<file path="src/design/tbp_pkg.sv">
// Package for the buffered PWM timer: register map, field positions,
// reset values, codes and the packed types shared by the design.
// Assumes an APB slave with byte addresses on an 8-bit address.
package tbp_pkg;

    // Bus word and address types
    typedef logic [31:0] tbp_word_t;
    typedef logic [7:0]  tbp_addr_t;

    // Register byte addresses, one aligned word each
    localparam tbp_addr_t TBP_ADDR_TSC     = 8'h00;
    localparam tbp_addr_t TBP_ADDR_CNT_HI  = 8'h04;
    localparam tbp_addr_t TBP_ADDR_CNT_LO  = 8'h08;
    localparam tbp_addr_t TBP_ADDR_MOD_HI  = 8'h0C;
    localparam tbp_addr_t TBP_ADDR_MOD_LO  = 8'h10;
    localparam tbp_addr_t TBP_ADDR_CH0_SC  = 8'h14;
    localparam tbp_addr_t TBP_ADDR_CH0_HI  = 8'h18;
    localparam tbp_addr_t TBP_ADDR_CH0_LO  = 8'h1C;
    localparam tbp_addr_t TBP_ADDR_CH1_SC  = 8'h20;
    localparam tbp_addr_t TBP_ADDR_CH1_HI  = 8'h24;
    localparam tbp_addr_t TBP_ADDR_CH1_LO  = 8'h28;

    // Field positions in timer_status_control
    localparam int TBP_TSC_FLAG  = 7;
    localparam int TBP_TSC_IRQEN = 6;
    localparam int TBP_TSC_HALT  = 5;
    localparam int TBP_TSC_CLEAR = 4;

    // Reset values
    localparam logic [15:0] TBP_MOD_RESET  = 16'hFFFF;
    localparam logic [2:0]  TBP_CDS_RESET  = 3'h0;
    localparam logic [1:0]  TBP_HALT_RESET = 2'h1;

    // Clock divider code that selects the external clock pin
    localparam logic [2:0] TBP_CDS_EXT = 3'h7;

    // Edge/level codes
    localparam logic [1:0] TBP_EL_PORT   = 2'h0;
    localparam logic [1:0] TBP_EL_TOGGLE = 2'h1;
    localparam logic [1:0] TBP_EL_CLEAR  = 2'h2;
    localparam logic [1:0] TBP_EL_SET    = 2'h3;

    // Channel status/control layout, bit 7 down to bit 0
    typedef struct packed {
        logic event_flag;      // Capture or compare occurred
        logic irq_enable;      // Channel interrupt enable
        logic buffer_select;   // Buffer link, channel 0 only
        logic mode_select;     // Compare when set, capture when clear
        logic edge_level_hi;   // Edge/level high bit
        logic edge_level_lo;   // Edge/level low bit
        logic overflow_toggle; // Toggle output on overflow
        logic full_duty_force; // Force 100% duty with toggle off
    } tbp_chan_ctrl_t;

    localparam tbp_chan_ctrl_t TBP_CHAN_RESET = 8'h00;

endpackage : tbp_pkg

</file>
<file path="src/design/tbp_timer.sv">
// 16-bit two-channel timer with buffered PWM, reached over APB.
// Assumes pins arrive asynchronous to pclk; wait, stop and break levels
// come from system logic on pclk.
//
// Functional notes
// - Link bit merges channels into buffered PWM
// - Last written value pair governs after overflow
// - Linked: channel 1 control unused, pin released
// - Link bit outranks channel mode bit
// - Overflow toggle off gives 0% duty
// - Full duty force with toggle off gives 100%
// - Rollover sets overflow flag, enable requests interrupt
// - Channel events set flag, enable gates request
// - Wait mode: runs, registers closed, wakes CPU
// - Stop mode freezes counter and keeps registers
// - Break halts counter and blocks captures
// - Break clears only with clear-allow set
// - Without clear-allow, break preserves flags and steps
// - Code 111 counts external clock pin
// - External clock pin forced to input with code 111
// - Each pin capture or compare, buffering allowed
// - Overflow flag clears by read then write 0
// - Halt bit stops counting, set at reset
// - Clear bit zeroes counter and prescaler, reads 0
// - Divider codes select bus clock divide 1..64
// - Modulo wrap; high byte write mutes overflow
// - High byte read latches low byte
// - Mode and edge/level decode per channel
`timescale 1ns/100ps
module tbp_timer (
    // APB slave
    input  wire logic              pclk,
    input  wire logic              presetn,
    input  wire logic              psel,
    input  wire logic              penable,
    input  wire logic              pwrite,
    input  wire tbp_pkg::tbp_addr_t paddr,
    input  wire tbp_pkg::tbp_word_t pwdata,
    output tbp_pkg::tbp_word_t     prdata,
    output logic                   pready,
    output logic                   pslverr,
    // System state
    input  wire logic              wait_mode,
    input  wire logic              stop_mode,
    input  wire logic              break_active,
    input  wire logic              break_clear_allow,
    // Pins
    input  wire logic              ext_count_clock_pin,
    output logic                   ext_pin_force_input,
    input  wire logic [1:0]        chan_pin_in,
    output logic [1:0]             chan_pin_out,
    output logic [1:0]             chan_pin_oe,
    // Requests
    output logic                   overflow_irq,
    output logic [1:0]             chan_irq,
    output logic                   wake_req
);
    import tbp_pkg::*;

    // Mask of prescaler bits that must be all ones for one tick
    function automatic logic [6:0] div_mask(input logic [2:0] code);
        div_mask = 7'((8'h01 << code) - 8'h01);
    endfunction : div_mask

    // Address decode for mapped words
    function automatic logic addr_mapped(input tbp_addr_t a);
        addr_mapped = (a <= TBP_ADDR_CH1_LO) && (a[1:0] == 2'h0);
    endfunction : addr_mapped

    // Control and status state
    logic           irq_en_q;        // Overflow interrupt enable
    logic           halt_q;          // Counter halt
    logic [2:0]     cds_q;           // Clock divider select
    logic [6:0]     pre_q;           // Prescaler
    logic [15:0]    cnt_q;           // Counter
    logic [15:0]    mod_q;           // Modulo value
    logic           mod_pend_q;      // High byte written, low pending
    logic [7:0]     cnt_lo_buf_q;    // Latched counter low byte
    logic           cnt_latched_q;   // Low byte buffer valid
    tbp_chan_ctrl_t chc_q [2];       // Channel control bits
    logic [15:0]    chv_q [2];       // Channel value registers
    logic           last_wr_q;       // Last written value pair
    logic           act_sel_q;       // Value pair in control
    logic [1:0]     out_q;           // Channel output levels
    logic [2:0]     flag_q;          // Flags: ovf, ch0, ch1
    logic [2:0]     arm_q;           // First clear step done
    // Synchronisers
    logic           ext_s1_q, ext_s2_q, ext_s3_q;
    logic [1:0]     pin_s1_q, pin_s2_q, pin_s3_q;

    // Decoded bus and datapath terms
    logic           acc, wr, rd, setup, brk_ok, buffered, run, tick, adv, wrap, ovf_evt, clr_wr;
    logic [1:0]     el [2];
    logic [1:0]     out_mode, cap_mode, cmp_evt, cap_evt;
    logic [15:0]    cv [2];
    logic [2:0]     set_evt, rd_arm;
    tbp_word_t      rdata;

    // Bus phases; registers closed to the CPU in wait mode
    assign setup   = psel & ~penable;
    assign acc     = psel & penable & addr_mapped(paddr) & ~wait_mode;
    assign wr      = acc & pwrite;
    assign rd      = acc & ~pwrite;
    assign pready  = 1'b1;
    assign pslverr = psel & penable & (~addr_mapped(paddr) | wait_mode);
    // Status may change in break only with clear-allow
    assign brk_ok  = ~break_active | break_clear_allow;
    assign clr_wr  = wr & (paddr == TBP_ADDR_TSC) & pwdata[TBP_TSC_CLEAR];

    // Link bit overrides channel mode
    assign buffered = chc_q[0].buffer_select;
    assign el[0]    = {chc_q[0].edge_level_hi, chc_q[0].edge_level_lo};
    assign el[1]    = {chc_q[1].edge_level_hi, chc_q[1].edge_level_lo};

    // Mode decode per channel
    always_comb begin
        out_mode[0] = (buffered | chc_q[0].mode_select) & (el[0] != TBP_EL_PORT);
        cap_mode[0] = ~buffered & ~chc_q[0].mode_select & (el[0] != TBP_EL_PORT);
        out_mode[1] = ~buffered & chc_q[1].mode_select & (el[1] != TBP_EL_PORT);
        cap_mode[1] = ~buffered & ~chc_q[1].mode_select & (el[1] != TBP_EL_PORT);
    end

    // Counter runs unless halted, stopped or in break
    assign run  = ~halt_q & ~stop_mode & ~break_active;
    assign tick = (cds_q == TBP_CDS_EXT) ? (ext_s2_q & ~ext_s3_q)
                                         : ((pre_q & div_mask(cds_q)) == div_mask(cds_q));
    assign adv  = tick & run & ~clr_wr;
    assign wrap = adv & (cnt_q == mod_q);
    assign ovf_evt = wrap & ~mod_pend_q;

    // Compare values; channel 0 follows the active pair when linked
    assign cv[0] = (buffered & act_sel_q) ? chv_q[1] : chv_q[0];
    assign cv[1] = chv_q[1];

    // Compare and capture events per channel
    always_comb begin
        for (int i = 0; i < 2; i++) begin
            cmp_evt[i] = out_mode[i] & adv & (cnt_q == cv[i]);
            cap_evt[i] = cap_mode[i] & run & (
                         (el[i][0] & pin_s2_q[i] & ~pin_s3_q[i]) |
                         (el[i][1] & ~pin_s2_q[i] & pin_s3_q[i]));
        end
    end
    assign set_evt = {cmp_evt[1] | cap_evt[1], cmp_evt[0] | cap_evt[0], ovf_evt};

    // Read mux, sampled in the setup phase
    always_comb begin
        rdata = '0;
        unique case (paddr)
            TBP_ADDR_TSC:    rdata[7:0] = {flag_q[0], irq_en_q, halt_q, 1'b0, 1'b0, cds_q};
            TBP_ADDR_CNT_HI: rdata[7:0] = cnt_q[15:8];
            TBP_ADDR_CNT_LO: rdata[7:0] = cnt_latched_q ? cnt_lo_buf_q : cnt_q[7:0];
            TBP_ADDR_MOD_HI: rdata[7:0] = mod_q[15:8];
            TBP_ADDR_MOD_LO: rdata[7:0] = mod_q[7:0];
            TBP_ADDR_CH0_SC: rdata[7:0] = {flag_q[1], 7'(chc_q[0])};
            TBP_ADDR_CH0_HI: rdata[7:0] = chv_q[0][15:8];
            TBP_ADDR_CH0_LO: rdata[7:0] = chv_q[0][7:0];
            TBP_ADDR_CH1_SC: rdata[7:0] = buffered ? 8'h00 : {flag_q[2], 7'(chc_q[1])};
            TBP_ADDR_CH1_HI: rdata[7:0] = chv_q[1][15:8];
            TBP_ADDR_CH1_LO: rdata[7:0] = chv_q[1][7:0];
            default:         rdata = '0;
        endcase
    end

    // Read data register
    always_ff @(posedge pclk or negedge presetn) begin
        if (!presetn) begin
            prdata <= '0;
        end else if (setup) begin
            prdata <= rdata;
        end
    end

    // Timer status/control bits; halt is set by reset
    always_ff @(posedge pclk or negedge presetn) begin
        if (!presetn) begin
            irq_en_q <= 1'b0;
            halt_q   <= TBP_HALT_RESET[0];
            cds_q    <= TBP_CDS_RESET;
        end else if (wr && paddr == TBP_ADDR_TSC) begin
            irq_en_q <= pwdata[TBP_TSC_IRQEN];
            halt_q   <= pwdata[TBP_TSC_HALT];
            cds_q    <= pwdata[2:0];
        end
    end

    // Prescaler, zeroed by the clear bit
    always_ff @(posedge pclk or negedge presetn) begin
        if (!presetn) begin
            pre_q <= '0;
        end else if (clr_wr) begin
            pre_q <= '0;
        end else if (run) begin
            pre_q <= pre_q + 7'h01;
        end
    end

    // Counter with modulo wrap
    always_ff @(posedge pclk or negedge presetn) begin
        if (!presetn) begin
            cnt_q <= '0;
        end else if (clr_wr) begin
            cnt_q <= '0;
        end else if (wrap) begin
            cnt_q <= '0;
        end else if (adv) begin
            cnt_q <= cnt_q + 16'h0001;
        end
    end

    // Modulo registers; high byte write mutes overflow until low byte
    always_ff @(posedge pclk or negedge presetn) begin
        if (!presetn) begin
            mod_q      <= TBP_MOD_RESET;
            mod_pend_q <= 1'b0;
        end else if (wr && paddr == TBP_ADDR_MOD_HI) begin
            mod_q[15:8] <= pwdata[7:0];
            mod_pend_q  <= 1'b1;
        end else if (wr && paddr == TBP_ADDR_MOD_LO) begin
            mod_q[7:0]  <= pwdata[7:0];
            mod_pend_q  <= 1'b0;
        end
    end

    // Counter low byte latch on high byte read
    always_ff @(posedge pclk or negedge presetn) begin
        if (!presetn) begin
            cnt_lo_buf_q  <= '0;
            cnt_latched_q <= 1'b0;
        end else if (rd && paddr == TBP_ADDR_CNT_HI && !cnt_latched_q) begin
            cnt_lo_buf_q  <= cnt_q[7:0];
            cnt_latched_q <= 1'b1;
        end else if (rd && paddr == TBP_ADDR_CNT_LO) begin
            cnt_latched_q <= 1'b0;
        end
    end

    // Channel control bits; channel 1 ignored while linked
    always_ff @(posedge pclk or negedge presetn) begin
        if (!presetn) begin
            chc_q[0] <= TBP_CHAN_RESET;
            chc_q[1] <= TBP_CHAN_RESET;
        end else begin
            if (wr && paddr == TBP_ADDR_CH0_SC) begin
                chc_q[0] <= {1'b0, pwdata[6:0]};
            end
            if (wr && paddr == TBP_ADDR_CH1_SC && !buffered) begin
                chc_q[1] <= {1'b0, pwdata[6], 1'b0, pwdata[4:0]};
            end
        end
    end

    // Channel value registers, loaded by writes or captures
    always_ff @(posedge pclk or negedge presetn) begin
        if (!presetn) begin
            chv_q[0] <= '0;
            chv_q[1] <= '0;
        end else begin
            for (int i = 0; i < 2; i++) begin
                if (cap_evt[i]) begin
                    chv_q[i] <= cnt_q;
                end else if (wr && paddr == (i == 0 ? TBP_ADDR_CH0_HI : TBP_ADDR_CH1_HI)) begin
                    chv_q[i][15:8] <= pwdata[7:0];
                end else if (wr && paddr == (i == 0 ? TBP_ADDR_CH0_LO : TBP_ADDR_CH1_LO)) begin
                    chv_q[i][7:0] <= pwdata[7:0];
                end
            end
        end
    end

    // Buffered pair tracking: last written pair takes over at wrap
    always_ff @(posedge pclk or negedge presetn) begin
        if (!presetn) begin
            last_wr_q <= 1'b0;
            act_sel_q <= 1'b0;
        end else begin
            if (wr && (paddr == TBP_ADDR_CH0_HI || paddr == TBP_ADDR_CH0_LO)) begin
                last_wr_q <= 1'b0;
            end else if (wr && (paddr == TBP_ADDR_CH1_HI || paddr == TBP_ADDR_CH1_LO)) begin
                last_wr_q <= 1'b1;
            end
            if (!buffered) begin
                act_sel_q <= 1'b0;
            end else if (wrap) begin
                act_sel_q <= last_wr_q;
            end
        end
    end

    // Channel output levels
    always_ff @(posedge pclk or negedge presetn) begin
        if (!presetn) begin
            out_q <= '0;
        end else begin
            for (int i = 0; i < 2; i++) begin
                if (el[i] == TBP_EL_PORT) begin
                    out_q[i] <= ~chc_q[i].mode_select;
                end else if (cmp_evt[i]) begin
                    unique case (el[i])
                        TBP_EL_TOGGLE: out_q[i] <= ~out_q[i];
                        TBP_EL_CLEAR:  out_q[i] <= 1'b0;
                        TBP_EL_SET:    out_q[i] <= 1'b1;
                        default:       out_q[i] <= out_q[i];
                    endcase
                end else if (out_mode[i] && wrap && chc_q[i].overflow_toggle) begin
                    out_q[i] <= ~out_q[i];
                end
            end
        end
    end

    // Pin drive; full duty force with overflow toggle off holds the output high
    always_comb begin
        for (int i = 0; i < 2; i++) begin
            chan_pin_oe[i]  = out_mode[i];
            chan_pin_out[i] = out_mode[i] &
                              (out_q[i] | (chc_q[i].full_duty_force & ~chc_q[i].overflow_toggle));
        end
    end
    assign ext_pin_force_input = (cds_q == TBP_CDS_EXT);

    // Arm mask: reading a register with its flag set, outside protected break
    assign rd_arm = {rd && paddr == TBP_ADDR_CH1_SC && !buffered,
                     rd && paddr == TBP_ADDR_CH0_SC,
                     rd && paddr == TBP_ADDR_TSC} & {3{brk_ok}};

    // Flags with two-step clear; a new event wins and cancels the arm
    always_ff @(posedge pclk or negedge presetn) begin
        if (!presetn) begin
            flag_q <= '0;
            arm_q  <= '0;
        end else begin
            for (int i = 0; i < 3; i++) begin
                if (set_evt[i]) begin
                    flag_q[i] <= 1'b1;
                    arm_q[i]  <= 1'b0;
                end else if (rd_arm[i] && flag_q[i]) begin
                    arm_q[i]  <= 1'b1;
                end else if (wr && brk_ok && arm_q[i] && !pwdata[7] &&
                             paddr == (i == 0 ? TBP_ADDR_TSC : (i == 1 ? TBP_ADDR_CH0_SC : TBP_ADDR_CH1_SC))) begin
                    flag_q[i] <= 1'b0;
                    arm_q[i]  <= 1'b0;
                end
            end
        end
    end

    // Interrupt requests and wake from wait
    assign overflow_irq = flag_q[0] & irq_en_q;
    assign chan_irq[0]  = flag_q[1] & chc_q[0].irq_enable;
    assign chan_irq[1]  = flag_q[2] & chc_q[1].irq_enable & ~buffered;
    assign wake_req     = wait_mode & (overflow_irq | (|chan_irq));

    // Two-flop synchronisers plus edge history
    always_ff @(posedge pclk or negedge presetn) begin
        if (!presetn) begin
            ext_s1_q <= 1'b0;
            ext_s2_q <= 1'b0;
            ext_s3_q <= 1'b0;
            pin_s1_q <= '0;
            pin_s2_q <= '0;
            pin_s3_q <= '0;
        end else begin
            ext_s1_q <= ext_count_clock_pin;
            ext_s2_q <= ext_s1_q;
            ext_s3_q <= ext_s2_q;
            pin_s1_q <= chan_pin_in;
            pin_s2_q <= pin_s1_q;
            pin_s3_q <= pin_s2_q;
        end
    end

endmodule : tbp_timer

</file>
<file path="config.mk">
export PLATFORM = sky130hd
export DESIGN_NAME = tbp_timer
export DESIGN_NICKNAME = d
export VERILOG_FILES = /design/src/design/tbp_pkg.sv /design/src/design/tbp_timer.sv
export SDC_FILE = /design/constraint.sdc
export NUM_CORES = 1
export LEC_CHECK = 0
export BUFFER_PORTS_ARGS = -buffer_cell sky130_fd_sc_hd__buf_2
export CORE_MARGIN = 8
export CORE_UTILIZATION = 60
export DETAILED_ROUTE_END_ITERATION = 6
export MAX_ROUTING_LAYER = met4
export PLACE_DENSITY = 0.82
export SYNTH_ARGS = -nofsm -noshare
export SYNTH_HDL_FRONTEND = slang
export SYNTH_SLANG_ARGS = --single-unit
export TNS_END_PERCENT = 50
</file>
<file path="constraint.sdc">
create_clock -name pclk -period 7 [get_ports pclk]
set_input_delay 0.35 -clock pclk [delete_from_list [all_inputs] [get_ports pclk]]
set_output_delay 0.35 -clock pclk [all_outputs]
set_load 0.005 [all_outputs]
</file>
* Yosys cells after proc, flatten, opt, wreduce, memory -nomap -nowiden
Cells that the tools add are included. Widths: inputs -> output; s select.
Storage, ports and cells: memories kept 0, output and inout port bits 43, word-level logic and storage cells 284, bits in read-only memories 0, memory bits (writable) 0, bits in registers 126, bits in latches 0
Cells by class: bitwise logic cells 83, div/mod/pow operators 0, add/sub/neg operators 3, multiplexer cells 49, magnitude comparators 1, reductions and logical operators 74, $mul 0, eq/ne operators 29, shift operators 1
Operators by type and width (number):
- $mux 16 | 6
- $pmux 8 s11 | 1
- $mux 8 | 8
- $and 1x1->1 | 49
- $eq 16x16->1 | 3
- $logic_and 1x1->1 | 37
- $eq 8x5->1 const B | 4
- $mux 1 | 30
- $reduce_bool 2->1 | 13
- $eq 8x6->1 const B | 3
- $not 1->1 | 22
- $reduce_bool 3->1 | 6
- $add 16x1->16 const B | 1
- $eq 8x4->1 const B | 2
- $reduce_and 2->1 | 8
- $mux 7 | 2
- $ne 2x2->1 const B | 5
- $ne 5x1->1 const B | 2
- $or 1x1->1 | 10
- $eq 2x2->1 const B | 4
- $eq 8x3->1 const B | 1
- $le 8x6->1 const B | 1
- $logic_not 8->1 | 1
- $add 7x1->7 const B | 1
- 13 further kinds | 20

* Logic depth before layout (Yosys ltp)
word-level depth 15, gate-level depth with buffers 10, gate-level depth less buffers 9

* Worst setup path before layout
No wires, ideal clock.
kind register -> register, start reg act_sel_q, end reg out_q[0], setup slack 4677 ps, library setup time 104 ps, buffers on the path 1, cell stages (with the launch flop) 10, data arrival time 2219 ps, cell sequence dfrtp_1 and2_1 buf_2 nor4_2 a22oi_1 a2111oi_2 nand4_1 mux2i_1 or3_1 o311ai_1
On the way: longest elaborated chain between the ends 6, elaborated cells on any way between the ends 9
Ends and longest elaborated chain:
- from (decl) | line tbp_timer.sv:83 | logic act_sel_q;
- from (signal assigned) | line tbp_timer.sv:285 | act_sel_q <= last_wr_q;
- $and 1x1->1 (*) | line tbp_timer.sv:132 | assign cv[0] = (buffered & act_sel_q) ? chv_q[1] : chv_q[0];
- $mux 16 (*) | line tbp_timer.sv:132
- $eq 16x16->1 (*) | line tbp_timer.sv:138 | cmp_evt[i] = out_mode[i] & adv & (cnt_q == cv[i]);
- $and 1x1->1 (*) | line tbp_timer.sv:138
- $ne 5x1->1 (no line) (tied with other cells)
- $reduce_and 2->1 (no line) or $mux 1 (tied branches)
- to (signal, indexed assignment) | line tbp_timer.sv:297 | out_q[i] <= ~chc_q[i].mode_select;
- to (signal, indexed assignment) | line tbp_timer.sv:300 | TBP_EL_TOGGLE: out_q[i] <= ~out_q[i];
- to (signal, indexed assignment) | line tbp_timer.sv:303 | default: out_q[i] <= out_q[i];
- to (decl) | line tbp_timer.sv:84 | logic [1:0] out_q;
Every way passes the cells marked *; elsewhere a longest branch is shown, timed or not. A chain may end at the register's enable or synchronous reset.

* Final worst setup path
start reg chc_q, in the netlist buffered, end reg out_q[0]
On the way: longest elaborated chain between the ends 6, elaborated cells on any way between the ends 14
Ends and longest elaborated chain:
- from (decl) | line tbp_timer.sv:80 | tbp_chan_ctrl_t chc_q [2];
- $and 1x1->1 or $or 1x1->1 (tied branches) | line tbp_timer.sv:132, tbp_timer.sv:117
- $mux 16 or $and 1x1->1 (tied branches) | line tbp_timer.sv:132, tbp_timer.sv:117
- $eq 16x16->1 (tied with other cells) | line tbp_timer.sv:138
- $and 1x1->1 or $logic_and 1x1->1 (tied branches) | line tbp_timer.sv:138, tbp_timer.sv:305
- $ne 5x1->1 (no line) (tied with other cells)
- $reduce_and 2->1 (no line) or $mux 1 (tied branches)
Several ways; a longest one is shown, not always the timed one.

==> out/qor.yml <==
status: "completed"
path_class: "reg -> reg"
worst_setup_path_start_kind: "flip-flop"
peakVddDrop_mv: 0.187
r2r_start: "buffered$_DFFE_PN0P_"
finalSetupViolations: 0
fillers: 957
numPortBuffers: 45
num_rows: 40
ys_seq_elements: 125
wirelength_um: 22600
cp.required_ps: 7320
grt_max_degree: 77
hp-class: "in -> reg"
grt_pass1_vias: 6247
synth.distinct_cells: 68
ys_seq_area_share_pct: 42.5
reg2reg_to: "out_q[0]$_DFFE_PN0P_"
avgSynthCellArea_um2: 9.57
fin_util_pct: 67.9
hold_viol: 0
clock_latency_ps: 430
die_width_um: 127
core_um2: 12000
maxCapViolCount: 0
synth_area_um2: 7410
io_pins: 95
startpoint: "buffered$_DFFE_PN0P_"
vias_per_cell: 6.51
diodes: 0
cts_hold_buf: 1
final_max_slew_viol_count: 0
grt_usage_pct: 29.3
area_delta_synth_final_pct: 10.1
overflow: 0
fmax_mhz: 326
cts-resized-gates: 0
finClkSkew_ps: 6.85
drtAntennaViolNets: 0
cts.sinks: 125
initial_utilization_pct: 61.7
postSynthCellCount: 774
reg2regPathDepth: 9
setup-tns-final_ps: 0
async_flop_share_pct: 100
period_share_pct: 43.8
rsz0062_at_grt: "no"
cts_tree: "done"
final_nets: 863
antenna_found_initial: 0
relSlewSlack_pct: 14.1
cts_setup_buffers: 0
chipHeight_um: 127
cp-endpoint: "out_q[0]$_DFFE_PN0P_"
leakagePower_nw: 3.83
grt_first_pass_wirelength_um: 35300
die_area_um2: 16200
path_max_fanout: 16
gp_congestion: 0.956
critPathCaptureType: "flip-flop"
htreeDepth: 4
synth-main-ff-cell: "dfrtp_1"
finalCriticalPeriod_ps: 3070
root_buffer: "clkbuf_16"
reg2reg_slack_ps: 3930
route.vias.total: 6295
cts.reportedPaths.clkPinSlew_ps: 60
cts_made_buffers: 17
powerDensity_nw_per_um2: 221
worst_slew_pin_slew_ps: 1290
drt_iter0_drc: 775
hpwl_um: 16000
ys.warnings.count: 0
cts_buffer_depth: 2
cp.arrival_ps: 3390
drt_pass1_iterations: 6
wl_per_cell_um: 23.4
drive_gt1_share_pct: 20.4
synth-edff-count: 0
drcViolationCount: 0
==> cell type report <==
cell class,instances,area (um^2),share of cell area [%]
clock buffer,19,453,5.55
clock inverter,13,93.8,1.15
inverter,21,78.8,0.967
multi-input combinational,586,3880,47.6
sequential,125,3150,38.6
tap,147,184,2.26
timing repair buffer,56,313,3.84
==> layout by cell type, fill, tap and decap left out, types with 5 or more instances in the layout <==
cell type and n:
nor2b_1 20, and2_1 6, nor2_1 40, or2_2 5
xor2_1 21, nand3_1 16, inv_1 21, and3_1 13
mux2_2 43, buf_2 44, nand2b_1 13, nand4_1 6
nor3_1 14, buf_4 10, o22ai_1 6, o31ai_1 8
clkinvlp_4 7, o21ai_0 48, conb_1 25, a22oi_1 5
clkbuf_16 17, dfstp_2 17, a22o_1 7, a221oi_1 14
dfrtp_1 108, nor4_1 14, mux2i_1 47, o21ai_1 17
xnor2_1 11, a31oi_1 10, a21o_1 7, a21oi_1 10
o21a_1 5, a222oi_1 6, nand2_1 92
==> sequential cells by signal, indices dropped and copies added (netlist names), 6 cells and up <==
signal / count
pre_q: 6
prdata: 8
chc_q: 12
chv_q: 32
cnt_lo_buf_q: 8
cnt_q: 16
mod_q: 16
==> worst min path at each step <==
stage | cells after the start | start | slack (ps) | end
6_report | 1 | ext_count_clock_pin | 20 | ext_s1_q$_DFF_PN0_
5_1_grt | 1 | chan_pin_in[1] | 10 | pin_s1_q[1]$_DFF_PN0_
4_1_cts | 1 | ext_count_clock_pin | 10 | ext_s1_q$_DFF_PN0_
3_5_place_dp | 0 | pin_s1_q[1]$_DFF_PN0_ | 340 | pin_s2_q[1]$_DFF_PN0_
3_3_place_gp | 0 | ext_s1_q$_DFF_PN0_ | 330 | ext_s2_q$_DFF_PN0_
2_1_floorplan | 0 | presetn | 50 | act_sel_q$_DFFE_PN0P_
==> cells by family after synthesis <==
family	count (synthesis)	synth area share (%)
other	2	0.101
AND/OR/NAND/NOR	265	18.3
flip-flops	125	42.5
AO/OA/AOI/OAI	170	15.4
XOR/XNOR	32	3.78
multiplexers	90	12.9
buffers and inverters	86	6.28
adder cells (fa/ha/maj)	4	0.676
==> critical path, stage by stage (launching register included) <==
cell and delay (ps):
dfrtp_1 320, buf_4 250, nand2_1 360, nor4_1 410, o2111ai_1 160, nor4_1 610, nand3_1 240, mux2i_1 180
or3_1 320, o311ai_1 90
==> layer usage <==
metal  global-route usage [%]  wire length, um
met5                        -                0
met4                     11.9              635
met3                     7.24             2180
met2                     45.2            10500
met1                     36.5             9280
==> report_power, final <==
part	internal, mW	total [mW]	switching [mW]
clock	0.469	0.811	0.342
combinational	0.0660	0.183	0.117
sequential	0.753	0.806	0.0523
total	1.29	1.80	0.511
==> Yosys cell counts (7+ instances only) <==
library cell  count  share of area (%)
buf_1             7               0.35
mux2i_1          47                6.4
nand2b_1         13                1.1
a31oi_1          10               0.84
a22o_1            7               0.83
nand2_1          92                4.7
o31ai_1           8               0.81
nor3_1           15                1.0
nor2b_1          20                1.7
clkbuf_1         23                1.2
xnor2_1          11                1.3
buf_4            25                2.5
nand3_1          16                1.1
inv_1            21                1.1
dfrtp_1         108                 36
o21ai_1          17                1.1
xor2_1           21                2.5
dfstp_2          17                6.0
mux2_2           43                6.5
nor2_1           40                2.0
o21ai_0          48                3.2
a221oi_1         14                1.7
a21oi_1          10               0.68
nor4_1           14                1.2
and3_1           13                1.1
a21o_1            7               0.71
==> metrics by stage <==
| stage | hold WS, ps | area [um^2] | cells | setup slack (ps) | power (mW) |
|---|---|---|---|---|---|
| after floorplan | 54.4 | 7490 | 797 | 4680 | 0.936 |
| after detailed placement | 340 | 7590 | 933 | 3350 | 0.995 |
| after global placement | 332 | 7590 | 933 | 3420 | 0.986 |
| after CTS | 13.9 | 8150 | 966 | 3790 | 1.80 |
| after global routing | 12.9 | 8150 | 967 | 3770 | 1.86 |
| final | 23.7 | 8150 | 967 | 3930 | 1.80 |
No activity file was read; power rests on OpenSTA's default activity.
